--- src/csg_pkg.sv ---
// Purpose: Shared constants and types of the codec startup and clock gating
// Assumes: 40 MHz system clock, byte-wide decoded control-port requests
// Notes: Multi-byte registers are stored most significant byte first
package csg_pkg;

  localparam int CLK_PERIOD_NS = 25;

  // Control-port map
  localparam logic [15:0] ADDR_CLK_CTRL = 16'h4000;
  localparam logic [15:0] ADDR_PLL_FIRST = 16'h4002;
  localparam logic [15:0] ADDR_PLL_LAST = 16'h4007;
  localparam logic [15:0] ADDR_DPD0 = 16'h4080;
  localparam logic [15:0] ADDR_DPD1 = 16'h4081;
  localparam logic [15:0] ADDR_RAM_FIRST = 16'h0000;
  localparam logic [15:0] ADDR_RAM_LAST = 16'h000F;

  // Internal memory geometry
  localparam int RAM_DEPTH = 16;
  localparam int RAM_AW = 4;
  localparam logic [RAM_AW-1:0] RAM_LAST_IDX = 4'hF;

  // Clock control fields
  localparam int CC_CORE_EN = 0;
  localparam int CC_DIV_LSB = 1;
  localparam int CC_SRC = 3;
  localparam logic [7:0] CC_RESET = 8'h00;

  // PLL control fields (bit positions in the 48-bit word)
  localparam int PLL_BYTES = 6;
  localparam int PLL_EN_BIT = 0;
  localparam int PLL_LOCK_BIT = 1;
  localparam logic [47:0] PLL_RESET = 48'h0000_0000_0000;
  localparam logic [5:0] PLL_MASK_FULL = 6'h3F;

  // Digital power-down fields
  localparam int DPD0_DSP_BIT = 0;
  localparam int DPD0_ADC_BIT = 1;
  localparam int DPD0_DAC_BIT = 2;
  localparam int DPD0_MEMC_BIT = 6;
  localparam logic [7:0] DPD_RESET = 8'h00;

  // Timing
  localparam int LOCK_TIME_NS = 2_960_000;
  localparam int LOCK_CYC = LOCK_TIME_NS / CLK_PERIOD_NS;
  localparam int POR_TIME_NS = 400;
  localparam int POR_CYC = (POR_TIME_NS + CLK_PERIOD_NS - 1) / CLK_PERIOD_NS;

  typedef enum logic [1:0] {
    ST_POR = 2'b00,
    ST_BOOT = 2'b01,
    ST_RUN = 2'b10
  } csg_state_t;

  typedef struct packed {
    logic valid;
    logic write;
    logic last;
    logic [15:0] addr;
    logic [7:0] wdata;
  } csg_cp_req_t;

endpackage

--- src/csg_ram.sv ---
// Purpose: Small internal memory cleared by the boot sequence
// Assumes: One access per cycle, a read in a write cycle returns the old data
// Notes: Read data come out of a register one edge after the address
`timescale 1ns/100ps
`default_nettype none
module csg_ram (
  input wire logic clk_i,
  input wire logic rst_n_i,
  input wire logic we_i,
  input wire logic [csg_pkg::RAM_AW-1:0] addr_i,
  input wire logic [7:0] wdata_i,
  output logic [7:0] rdata_o
);
  import csg_pkg::*;

  logic [7:0] mem_r [RAM_DEPTH];

  always_ff @(posedge clk_i) begin
    if (we_i) begin
      mem_r[addr_i] <= wdata_i;
    end
  end

  always_ff @(posedge clk_i or negedge rst_n_i) begin
    if (!rst_n_i) begin
      rdata_o <= 8'h00;
    end else begin
      rdata_o <= mem_r[addr_i];
    end
  end
endmodule // csg_ram
`default_nettype wire

--- src/csg_top.sv ---
// Purpose: Power-on reset, self-boot, access gating and core clock control
// Assumes: Control-port bytes arrive already decoded as csg_cp_req_t
// Notes: PLL lock is modelled by a timer started when the PLL is enabled
`timescale 1ns/100ps
`default_nettype none
module csg_top #(
  parameter int LOCK_CYCLES = csg_pkg::LOCK_CYC
) (
  input wire logic clk_i,
  input wire logic rst_n_i,
  input wire logic hw_power_down_pin_i,
  input wire logic regulator_output_pin_i,
  input wire logic adc_osr_low_i,
  input wire logic dac_osr_low_i,
  input wire csg_pkg::csg_cp_req_t cp_req_i,
  output logic [7:0] cp_rdata_o,
  output logic cp_rvalid_o,
  output logic boot_done_o,
  output logic regulator_en_o,
  output logic core_clk_gate_o,
  output logic core_clk_src_o,
  output logic [1:0] core_clk_div_o,
  output logic pll_power_o,
  output logic [15:0] subsys_en_o,
  output logic adc_osr_128_o,
  output logic dac_osr_128_o
);
  import csg_pkg::*;

  function automatic logic is_clk_pll(input logic [15:0] a);
    return (a == ADDR_CLK_CTRL) ||
           ((a >= ADDR_PLL_FIRST) && (a <= ADDR_PLL_LAST));
  endfunction

  function automatic logic is_ram(input logic [15:0] a);
    return (a >= ADDR_RAM_FIRST) && (a <= ADDR_RAM_LAST);
  endfunction

  logic pdn_meta_r, pdn_s_r, reg_meta_r, reg_s_r;
  csg_state_t state_r;
  logic [7:0] por_cnt_r;
  logic [RAM_AW-1:0] boot_addr_r;
  logic [7:0] clk_ctrl_r, dpd0_r, dpd1_r;
  logic [47:0] pll_ctrl_r, pll_shadow_r;
  logic [5:0] pll_mask_r;
  logic [31:0] lock_cnt_r;
  logic locked_r;
  logic rd_pend_r, rd_ram_r;
  logic [15:0] rd_addr_r;

  // Pins are asynchronous to clk_i
  always_ff @(posedge clk_i or negedge rst_n_i) begin
    if (!rst_n_i) begin
      pdn_meta_r <= 1'b1;
      pdn_s_r <= 1'b1;
      reg_meta_r <= 1'b0;
      reg_s_r <= 1'b0;
    end else begin
      pdn_meta_r <= hw_power_down_pin_i;
      pdn_s_r <= pdn_meta_r;
      reg_meta_r <= regulator_output_pin_i;
      reg_s_r <= reg_meta_r;
    end
  end

  logic por_hold;
  assign por_hold = pdn_s_r || !reg_s_r;

  always_ff @(posedge clk_i or negedge rst_n_i) begin
    if (!rst_n_i) begin
      state_r <= ST_POR;
      por_cnt_r <= 8'h00;
      boot_addr_r <= '0;
    end else if (por_hold) begin
      state_r <= ST_POR;
      por_cnt_r <= 8'h00;
      boot_addr_r <= '0;
    end else begin
      case (state_r)
        ST_POR: begin
          if (por_cnt_r == 8'(POR_CYC - 1)) begin
            state_r <= ST_BOOT;
          end else begin
            por_cnt_r <= por_cnt_r + 8'h01;
          end
        end
        ST_BOOT: begin
          boot_addr_r <= boot_addr_r + 1'b1;
          if (boot_addr_r == RAM_LAST_IDX) begin
            state_r <= ST_RUN;
          end
        end
        ST_RUN: state_r <= ST_RUN;
        default: state_r <= ST_POR;
      endcase
    end
  end

  // Access qualification
  logic run, lock_acq, allowed, ram_ok, wr_ok, rd_ok;
  logic [2:0] pll_idx;
  assign run = (state_r == ST_RUN);
  // Restricted window lasts until both enable and lock read as one
  assign lock_acq = pll_ctrl_r[PLL_EN_BIT] &&
                    !(locked_r && clk_ctrl_r[CC_CORE_EN]);
  assign ram_ok = dpd0_r[DPD0_MEMC_BIT] && dpd0_r[DPD0_DSP_BIT];
  assign allowed = is_clk_pll(cp_req_i.addr) || !lock_acq;
  assign wr_ok = run && cp_req_i.valid && cp_req_i.write && allowed;
  assign rd_ok = run && cp_req_i.valid && !cp_req_i.write && allowed;
  assign pll_idx = 3'(cp_req_i.addr - ADDR_PLL_FIRST);

  logic pll_hit;
  logic [47:0] shadow_nxt;
  logic [5:0] mask_nxt;
  always_comb begin
    pll_hit = wr_ok && (cp_req_i.addr >= ADDR_PLL_FIRST) &&
              (cp_req_i.addr <= ADDR_PLL_LAST);
    shadow_nxt = pll_shadow_r;
    mask_nxt = pll_mask_r;
    if (pll_hit) begin
      shadow_nxt[8*(PLL_BYTES-1-int'(pll_idx)) +: 8] = cp_req_i.wdata;
      mask_nxt[pll_idx] = 1'b1;
    end
  end

  logic pll_commit;
  // Partial bursts are dropped so the PLL never sees a torn setting
  assign pll_commit = cp_req_i.valid && cp_req_i.last && run &&
                      (mask_nxt == PLL_MASK_FULL);

  always_ff @(posedge clk_i or negedge rst_n_i) begin
    if (!rst_n_i) begin
      pll_shadow_r <= PLL_RESET;
      pll_mask_r <= 6'h00;
      pll_ctrl_r <= PLL_RESET;
    end else if (!run) begin
      pll_shadow_r <= PLL_RESET;
      pll_mask_r <= 6'h00;
      pll_ctrl_r <= PLL_RESET;
    end else begin
      pll_shadow_r <= shadow_nxt;
      pll_mask_r <= (cp_req_i.valid && cp_req_i.last) ? 6'h00 : mask_nxt;
      if (pll_commit) begin
        pll_ctrl_r <= shadow_nxt;
        pll_ctrl_r[PLL_LOCK_BIT] <= 1'b0;
      end
    end
  end

  always_ff @(posedge clk_i or negedge rst_n_i) begin
    if (!rst_n_i) begin
      clk_ctrl_r <= CC_RESET;
      dpd0_r <= DPD_RESET;
      dpd1_r <= DPD_RESET;
    end else if (!run) begin
      clk_ctrl_r <= CC_RESET;
      dpd0_r <= DPD_RESET;
      dpd1_r <= DPD_RESET;
    end else if (wr_ok) begin
      if (cp_req_i.addr == ADDR_CLK_CTRL) begin
        clk_ctrl_r <= {4'h0, cp_req_i.wdata[3:0]};
      end else if (cp_req_i.addr == ADDR_DPD0) begin
        dpd0_r <= cp_req_i.wdata;
      end else if (cp_req_i.addr == ADDR_DPD1) begin
        dpd1_r <= cp_req_i.wdata;
      end
    end
  end

  // Lock timer restarts on every committed PLL setting
  always_ff @(posedge clk_i or negedge rst_n_i) begin
    if (!rst_n_i) begin
      lock_cnt_r <= 32'h0000_0000;
      locked_r <= 1'b0;
    end else if (!run || pll_commit || !pll_ctrl_r[PLL_EN_BIT]) begin
      lock_cnt_r <= 32'h0000_0000;
      locked_r <= 1'b0;
    end else if (!locked_r) begin
      lock_cnt_r <= lock_cnt_r + 32'h0000_0001;
      if (lock_cnt_r == 32'(LOCK_CYCLES - 1)) begin
        locked_r <= 1'b1;
      end
    end
  end

  // Internal memory: boot clears it, host reaches it once enabled
  logic ram_we;
  logic [RAM_AW-1:0] ram_addr;
  logic [7:0] ram_wdata, ram_rdata;
  always_comb begin
    ram_we = 1'b0;
    ram_addr = cp_req_i.addr[RAM_AW-1:0];
    ram_wdata = cp_req_i.wdata;
    if (state_r == ST_BOOT) begin
      ram_we = 1'b1;
      ram_addr = boot_addr_r;
      ram_wdata = 8'h00;
    end else if (wr_ok && ram_ok && is_ram(cp_req_i.addr)) begin
      ram_we = 1'b1;
    end
  end

  csg_ram u_ram (
    .clk_i(clk_i),
    .rst_n_i(rst_n_i),
    .we_i(ram_we),
    .addr_i(ram_addr),
    .wdata_i(ram_wdata),
    .rdata_o(ram_rdata)
  );

  // Reads answer two edges after the request so RAM data can settle
  always_ff @(posedge clk_i or negedge rst_n_i) begin
    if (!rst_n_i) begin
      rd_pend_r <= 1'b0;
      rd_ram_r <= 1'b0;
      rd_addr_r <= 16'h0000;
    end else begin
      rd_pend_r <= rd_ok;
      rd_ram_r <= ram_ok && is_ram(cp_req_i.addr);
      rd_addr_r <= cp_req_i.addr;
    end
  end

  logic [7:0] rd_mux;
  logic [2:0] rd_idx;
  logic [47:0] pll_view;
  always_comb begin
    rd_idx = 3'(rd_addr_r - ADDR_PLL_FIRST);
    pll_view = pll_ctrl_r;
    pll_view[PLL_LOCK_BIT] = locked_r;
    rd_mux = 8'h00;
    if (rd_addr_r == ADDR_CLK_CTRL) begin
      rd_mux = clk_ctrl_r;
    end else if (rd_addr_r >= ADDR_PLL_FIRST &&
                 rd_addr_r <= ADDR_PLL_LAST) begin
      rd_mux = pll_view[8*(PLL_BYTES-1-int'(rd_idx)) +: 8];
    end else if (rd_addr_r == ADDR_DPD0) begin
      rd_mux = dpd0_r;
    end else if (rd_addr_r == ADDR_DPD1) begin
      rd_mux = dpd1_r;
    end else if (rd_ram_r && is_ram(rd_addr_r)) begin
      rd_mux = ram_rdata;
    end
  end

  always_ff @(posedge clk_i or negedge rst_n_i) begin
    if (!rst_n_i) begin
      cp_rdata_o <= 8'h00;
      cp_rvalid_o <= 1'b0;
    end else begin
      cp_rvalid_o <= rd_pend_r;
      cp_rdata_o <= rd_pend_r ? rd_mux : 8'h00;
    end
  end

  // Outputs toward clocks, power and filters
  logic clk_ok;
  assign clk_ok = run && clk_ctrl_r[CC_CORE_EN] &&
                  (!clk_ctrl_r[CC_SRC] || locked_r);
  always_ff @(posedge clk_i or negedge rst_n_i) begin
    if (!rst_n_i) begin
      boot_done_o <= 1'b0;
      regulator_en_o <= 1'b0;
      core_clk_gate_o <= 1'b0;
      core_clk_src_o <= 1'b0;
      core_clk_div_o <= 2'b00;
      pll_power_o <= 1'b0;
      subsys_en_o <= 16'h0000;
      adc_osr_128_o <= 1'b1;
      dac_osr_128_o <= 1'b1;
    end else begin
      boot_done_o <= run;
      regulator_en_o <= !pdn_s_r;
      core_clk_gate_o <= clk_ok;
      core_clk_src_o <= clk_ctrl_r[CC_SRC];
      core_clk_div_o <= clk_ctrl_r[CC_DIV_LSB +: 2];
      pll_power_o <= run && pll_ctrl_r[PLL_EN_BIT];
      subsys_en_o <= run ? {dpd1_r, dpd0_r} : 16'h0000;
      adc_osr_128_o <= !adc_osr_low_i;
      dac_osr_128_o <= !dac_osr_low_i;
    end
  end
endmodule // csg_top
`default_nettype wire

--- config.mk ---
export PLATFORM = sky130hd
export DESIGN_NAME = csg_top
export DESIGN_NICKNAME = d
export VERILOG_FILES = /design/src/csg_pkg.sv /design/src/csg_ram.sv /design/src/csg_top.sv
export SDC_FILE = /design/constraint.sdc
export NUM_CORES = 1
export LEC_CHECK = 0
export ABC_AREA = 1
export BUFFER_PORTS_ARGS = -buffer_cell sky130_fd_sc_hd__buf_4
export CORE_UTILIZATION = 67
export CTS_CLUSTER_DIAMETER = 50
export CTS_CLUSTER_SIZE = 25
export DETAILED_ROUTE_END_ITERATION = 8
export GPL_TIMING_DRIVEN = 0
export PLACE_DENSITY = 0.85
export SETUP_SLACK_MARGIN = 0.4
export SYNTH_ARGS = -nofsm -noshare
export SYNTH_HDL_FRONTEND = slang
export SYNTH_SLANG_ARGS = --single-unit
--- constraint.sdc ---
create_clock -name clk_i -period 6.67 [get_ports clk_i]
set_input_delay 0.667 -clock clk_i [delete_from_list [all_inputs] [get_ports clk_i]]
set_output_delay 0.667 -clock clk_i [all_outputs]
set_load 0.02 [all_outputs]
# Yosys cells after proc, flatten, opt, wreduce, memory -nomap -nowiden

Memories as Yosys holds them, arrays and structs flattened. A register that Yosys moved wholly into a read port is not among the register bits.
Index checks and enable logic that the tools add are counted.

Bits in registers: 229
Bits in writable memories: 128
Input bits: 33
Output and inout bits: 34
Memories kept: 1

Memories:

| memory      | words | width | rd ports | clocked after Yosys merged registers in | write ports | line          | RTL |
|---|---|---|---|---|---|---|---|
| u_ram.mem_r | 16    | 8     | 1        | 1                                       | 1           | csg_ram.sv:16 | `logic [7:0] mem_r [RAM_DEPTH];` |

$add $sub $neg: 8
Order comparisons: 10
Equality and inequality tests: 24
Shifts and indexed selects: 3
Muxes and demuxes: 49
Bitwise gates (word level): 1
Reduce and logical (&&, ||, !) cells: 50

Operators by type and width:

| cell                                                                | number |
|---|---|
| 2-to-1 mux 48 bit                                                   | 4 |
| 2-to-1 mux 8 bit                                                    | 22 |
| == test 16 x 15 -> 1 bit, second input constant                     | 6 |
| 2-to-1 mux 32 bit                                                   | 2 |
| bitwise mux 48 bit                                                  | 1 |
| variable shift 8 x 33 -> 48 bit, first input constant               | 1 |
| variable part select 48 x 7 -> 8 bit                                | 1 |
| variable part select 8 x 33 -> 48 bit                               | 1 |
| negator 7 -> 33 bit                                                 | 1 |
| adder 32 x 1 -> 32 bit, second input constant                       | 1 |
| == test 32 x 17 -> 1 bit, second input constant                     | 1 |
| greater-or-equal comparator 16 x 1 -> 1 bit, second input constant  | 2 |
| greater-or-equal comparator 16 x 15 -> 1 bit, second input constant | 2 |
| less-or-equal comparator 16 x 15 -> 1 bit, second input constant    | 2 |
| less-or-equal comparator 16 x 4 -> 1 bit, second input constant     | 2 |
| logical AND 1 bit                                                   | 25 |
| 2-to-1 mux 6 bit                                                    | 3 |
| 2-to-1 mux 16 bit                                                   | 1 |
| inequality test 2 x 1 -> 1 bit, second input constant               | 7 |
| 2-to-1 mux 4 bit                                                    | 3 |
| logical NOT 1 bit                                                   | 11 |
| adder 8 x 1 -> 8 bit, second input constant                         | 1 |
| == test 8 x 4 -> 1 bit, second input constant                       | 1 |
| 2-to-1 mux 1 bit                                                    | 8 |
| 21 further kinds                                                    | 36 |

# Logic depth before layout (Yosys ltp)

Depth in word-level cells: 14
Depth in mapped cells: 18
Mapped depth without buffers: 16

# Hierarchy

Synthesis repeated with hierarchy kept, for this count alone.

Cells, all modules: 1919
Area total of the unflattened synthesis: 16455.8 sq um

Modules (own cells, without submodules):

| module  | times used | cells an instance | area each (sq um) | sequential area each (sq um) |
|---|---|---|---|---|
| csg_top | 1          | 1371              | 10822.9           | 5585.4 |
| csg_ram | 1          | 548               | 5632.9            | 4043.9 |

# Worst setup path after synthesis

No wires, ideal clock.

Kind: input-to-reg
From: in cp_req_i[8] (netlist name)
To: mem u_ram.mem_r[0][0] (enable)
Library setup time: 0.370 ns
Arrival time: 2.335 ns
Required time: 6.300 ns
Setup slack: 3.965 ns
Stages: 13
Buffers on the path: 1
Cells stage by stage: inv_1 > buf_2 > ha_1 > nand2_2 > nor3_2 > inv_1 > nand3_2 > nand2_1 > inv_1 > nand2_1 > nand2_1 > nand2_1 > nor2_1

Longest elaborated chain between the ends: 11
Elaborated cells between the ends (all ways): 17
Classes of those cells: order compare: 4; eq/ne: 1; mux: 5; reduce/logical: 7

Ends and longest elaborated chain:

| what                                                                                                      | line           | RTL |
|---|---|---|
| from (decl)                                                                                               | csg_top.sv:15  | `input wire csg_pkg::csg_cp_req_t cp_req_i,` |
| greater-or-equal comparator 16 x 15 -> 1 bit or less-or-equal comparator 16 x 15 -> 1 bit (tied branches) | csg_top.sv:32  | `((a >= ADDR_PLL_FIRST) && (a <= ADDR_PLL_LAST));` |
| logical AND 1 bit                                                                                         | csg_top.sv:32  |  |
| logical OR 1 bit                                                                                          | csg_top.sv:31  | `return (a == ADDR_CLK_CTRL) \|\|` |
| logical OR 1 bit                                                                                          | csg_top.sv:107 | `assign allowed = is_clk_pll(cp_req_i.addr) \|\| !lock_acq;` |
| logical AND 1 bit                                                                                         | csg_top.sv:108 | `assign wr_ok = run && cp_req_i.valid && cp_req_i.write && allowed;` |
| logical AND 1 bit (2 in a row)                                                                            | csg_top.sv:198 | `end else if (wr_ok && ram_ok && is_ram(cp_req_i.addr)) begin` |
| 2-to-1 mux 1 bit                                                                                          | csg_top.sv:198 |  |
| 2-to-1 mux 1 bit                                                                                          | csg_top.sv:194 | `if (state_r == ST_BOOT) begin` |
| 2-to-1 mux 1 bit                                                                                          | csg_ram.sv:19  | `if (we_i) begin` |
| 2-to-1 mux 1 bit (not written as such)                                                                    | csg_ram.sv:20  | `mem_r[addr_i] <= wdata_i;` |
| to (decl)                                                                                                 | csg_ram.sv:16  |  |

Several ways; a longest one is shown, not always the timed one.

# Final worst setup path

From: reg state_r[1]
To: mem u_ram.mem_r[4][1] (enable)

Longest elaborated chain between the ends: 10
Elaborated cells between the ends (all ways): 12
Classes of those cells: eq/ne: 2; mux: 5; reduce/logical: 5

Ends and longest elaborated chain:

| what                                   | line           | RTL |
|---|---|---|
| from (decl)                            | csg_top.sv:40  | `csg_state_t state_r;` |
| from (signal assigned)                 | csg_top.sv:71  | `state_r <= ST_POR;` |
| from (signal assigned)                 | csg_top.sv:75  | `state_r <= ST_POR;` |
| from (signal assigned)                 | csg_top.sv:82  | `state_r <= ST_BOOT;` |
| == test 2 bit                          | csg_top.sv:102 | `assign run = (state_r == ST_RUN);` |
| logical AND 1 bit (3 in a row)         | csg_top.sv:108 |  |
| logical AND 1 bit (2 in a row)         | csg_top.sv:198 |  |
| 2-to-1 mux 1 bit                       | csg_top.sv:198 |  |
| 2-to-1 mux 1 bit                       | csg_top.sv:194 |  |
| 2-to-1 mux 1 bit                       | csg_ram.sv:19  |  |
| 2-to-1 mux 1 bit (not written as such) | csg_ram.sv:20  |  |

Several ways; a longest one is shown, not always the timed one.

==> run_results.csv <==
group,metric,value,unit
floorplanning,die_area,25500,um^2
power,ir_drop,0.465,mV
synth,ys_seq_area_frac,0.577,
sta,final_max_slew_viol_count,0,
sta,hold_violations,0,
synth,synth_cell_types,52,
cells_and_area,drive_gt1_frac,0.0972,
power,p_total,4560,uW
synth,synthArstFlopShare,0.643,
worst_hold_path,min_path_type,"input pin to async pin",
setup_path,timing.rr.end,"u_ram.mem_r[4][1]$_DFFE_PP_",
setup_path,critPathLaunchType,"flop",
synth,synth_top_family_by_area,"simple AND/OR/NAND/NOR gates",
placed_design,io_buffer_count,66,
synth,synth_xor_area_frac,0.0137,
synth,ys.warnings.count,0,
grt,grt_pass1_wl,70.3,mm
sta,max_slew_margin,0.0906,
clock_tree,cts_resized,0,
synth,synth_ff_type,"dfrtp_1",
cells_and_area,stdcell_area,18800,um^2
outcome,status,"finished, final reports clean",
sta,rsz0062_at_grt,"no",
synth,avgSynthCellArea,9.06,um^2
clock_tree,cts_buffer_depth,3,
power,power_density,242,nW/um^2
sta,period_share,0.476,
routing,wl_per_cell,19.3,um
synth,synth-simple-area-share,0.255,
sta,worst_slew_pin_slew,1.36,ns
grt,grt_pass1_vias,13100,
synth,ys_top_cells_by_area,"dfrtp_1 34%, edfxtp_1 23%, nand2_1 11%",
synth,synth_nets,1887,
clock_tree,cts-hold-fix-buffers,0,
clock_tree,cts.sinks,359,
sta,setup_viol,0,
clock_tree,clkTransAtPathRegs,0.08,ns
clock_tree,insertion_delay,0.60,ns
synth,synthAdderAreaFrac,0.0105,
synth,yosysTopAreaCell,"dfrtp_1",
floorplanning,core_area,24400,um^2
synth,synth_top_area_frac,0.341,
synth,syn_inst,1840,
grt,grt_antenna_before_repair,1,
clock_tree,cts_buffers,31,
grt,grt.total_usage,0.354,
setup_path,cp_data_arrival_time,3.41,ns
floorplanning,initial_utilization,0.684,
placed_design,hpwl,31.4,mm
floorplanning,die_x,160,um
routing,vias,13900,
synth,syn_area,16700,um^2
clock_tree,htreeDepth,1,
synth,ys_ff_latch,359,
setup_path,crit_start,"state_r[1]$_DFFE_PN0P_",
clock_tree,tritoncts,"built",
routing,drt_iter0_markers,1810,
clock_tree,post_cts_buffers,0,
power,p_leak,0.00822,uW
synth,synth_common_cells,"482 x nand2_1, 227 x dfrtp_1, 193 x nor2_1",
routing,antenna_left,0,
setup_path,crit_path_end,"u_ram.mem_r[4][1]$_DFFE_PP_",
floorplanning,dieHeight,160,um
cells_and_area,syn_to_final_growth,12.8,%
routing,drt_first_pass_iters,6,
grt,overflow,0,
sta,setup_tns,0,ns
job,cap_violations,0,
placed_design,dp_cells,2231,
setup_path,reg2reg_depth,10,
routing,routed_wl,44.1,mm
synth,synth-edff-count,128,
cells_and_area,diodes,0,
setup_path,critPathKind,"flop to flop",
routing,drcViolationCount,0,
setup_path,r2r_slack,3.49,ns
sta,max_freq,0.315,GHz
setup_path,regToRegStartpoint,"state_r[1]$_DFFE_PN0P_",
setup_path,cp_max_fo,10,
cells_and_area,fin_nets,1987,
sta,min_period,3.18,ns
routing,drt-vias-per-instance,6.09,
floorplanning,std_cell_rows,57,
synth,synth.most_common_cell,"nand2_1",
synth,synth_compound_area_frac,0.0905,
sta,skew,0.0191,ns
synth,muxShareOfSynthArea,0.000600,
cells_and_area,post-route-util,0.771,
cells_and_area,final_cell_count_no_fill,2289,
setup_path,cp.required,6.91,ns
placed_design,placed_cell_area,17600,um^2
clock_tree,cts_root_buf,"clkbuf_16",
floorplanning,boundaryPins,67,
placed_design,place.gp.congestion,0.945,
grt,grt_max_degree,125,
setup_path,endpoint_kind,"flop",
## metal layers
metal  GRT usage  share of wire  up-vias
met4      0.0804          0.022        2
met3      0.0714           0.11       86
li1            -              -     6429
met2       0.553           0.46      724
met5           0        0.00020        -
met1       0.517           0.42     6691
## logic make-up after synthesis
kind of cell / after synthesis
XOR/XNOR: 26
AO/OA/AOI/OAI: 253
buffers and inverters: 217
flip-flops: 359
adder cells (fa/ha/maj): 14
AND/OR/NAND/NOR: 970
multiplexers: 1
## state kept, by name, summed over array words and instances (netlist names), 8 cells and up
name and cells:
lock_cnt_r 32, pll_ctrl_r 47, u_ram.rdata_o 8, por_cnt_r 8
rd_addr_r 16, u_ram.mem_r 128, cp_rdata_o 8, dpd0_r 8
subsys_en_o 16, dpd1_r 8, pll_shadow_r 47
## where the power goes
group	internal [uW]	switching [uW]	total, uW
Combinational	56.6	177	234
Clock	998	1020	2020
Sequential	2300	6.18	2300
## how the worst min path moves through the flow
stage,cells past startpoint,from,to
2_1_floorplan,0,reg_meta_r$_DFF_PN0_,reg_s_r$_DFF_PN0_
3_3_place_gp,0,reg_meta_r$_DFF_PN0_,reg_s_r$_DFF_PN0_
3_5_place_dp,0,reg_meta_r$_DFF_PN0_,reg_s_r$_DFF_PN0_
4_1_cts,1,regulator_output_pin_i,reg_meta_r$_DFF_PN0_
5_1_grt,1,hw_power_down_pin_i,pdn_meta_r$_DFF_PN1_
6_report,1,rst_n_i,lock_cnt_r[17]$_DFFE_PN0P_
## cell type report
cell class	count	area [um^2]
plain buffers	86	378
clock buffers	31	776
clock inverters	27	415
fillers	1647	5590
inverters	131	494
multi-input cells	1264	6170
flip-flops and latches	359	9630
well taps	324	405
repair buffers	67	531
## worst max-delay path, cell delays in order (launching register included)
cell	delay (ns)
dfrtp_1	0.39
inv_1	0.12
ha_1	0.18
buf_2	0.20
nand2_1	0.06
o21ai_0	0.10
inv_1	0.11
nor2_1	0.38
clkbuf_1	0.43
nand2_1	0.22
nor2_1	0.62
## layout by cell type, fill, tap and decap left out, types with 5 or more instances in the layout
cell type | Yosys | final
nand2_1 | 482 | 482
dfrtp_1 | 227 | 227
nor2_1 | 193 | 193
edfxtp_1 | 128 | 128
nand3_1 | 123 | 123
inv_1 | 121 | 121
nand4_1 | 85 | 85
buf_4 | 3 | 68
a22oi_1 | 64 | 64
a21oi_1 | 63 | 63
o21ai_0 | 61 | 61
clkbuf_1 | 41 | 41
nor3_1 | 38 | 38
o21ai_1 | 35 | 35
clkbuf_16 | 0 | 31
buf_2 | 29 | 29
xor2_1 | 19 | 19
and2_1 | 14 | 14
ha_1 | 14 | 14
buf_1 | 12 | 12
o21a_1 | 7 | 7
nor4_1 | 7 | 7
xnor2_1 | 7 | 7
inv_12 | 0 | 6
nor2_2 | 5 | 5
clkinv_1 | 5 | 5
a31oi_1 | 5 | 5
inv_6 | 0 | 5
clkinv_8 | 0 | 5
## per-stage QoR
| stage | hold WS, ns | setup WS (ns) |
|---|---|---|
| after floorplan | 0.331 | 3.97 |
| after global placement | 0.333 | 3.11 |
| after detailed placement | 0.340 | 3.04 |
| after CTS | 0.158 | 3.47 |
| after global routing | 0.154 | 3.21 |
| final | 0.166 | 3.49 |
No activity file was read; power rests on OpenSTA's default activity.
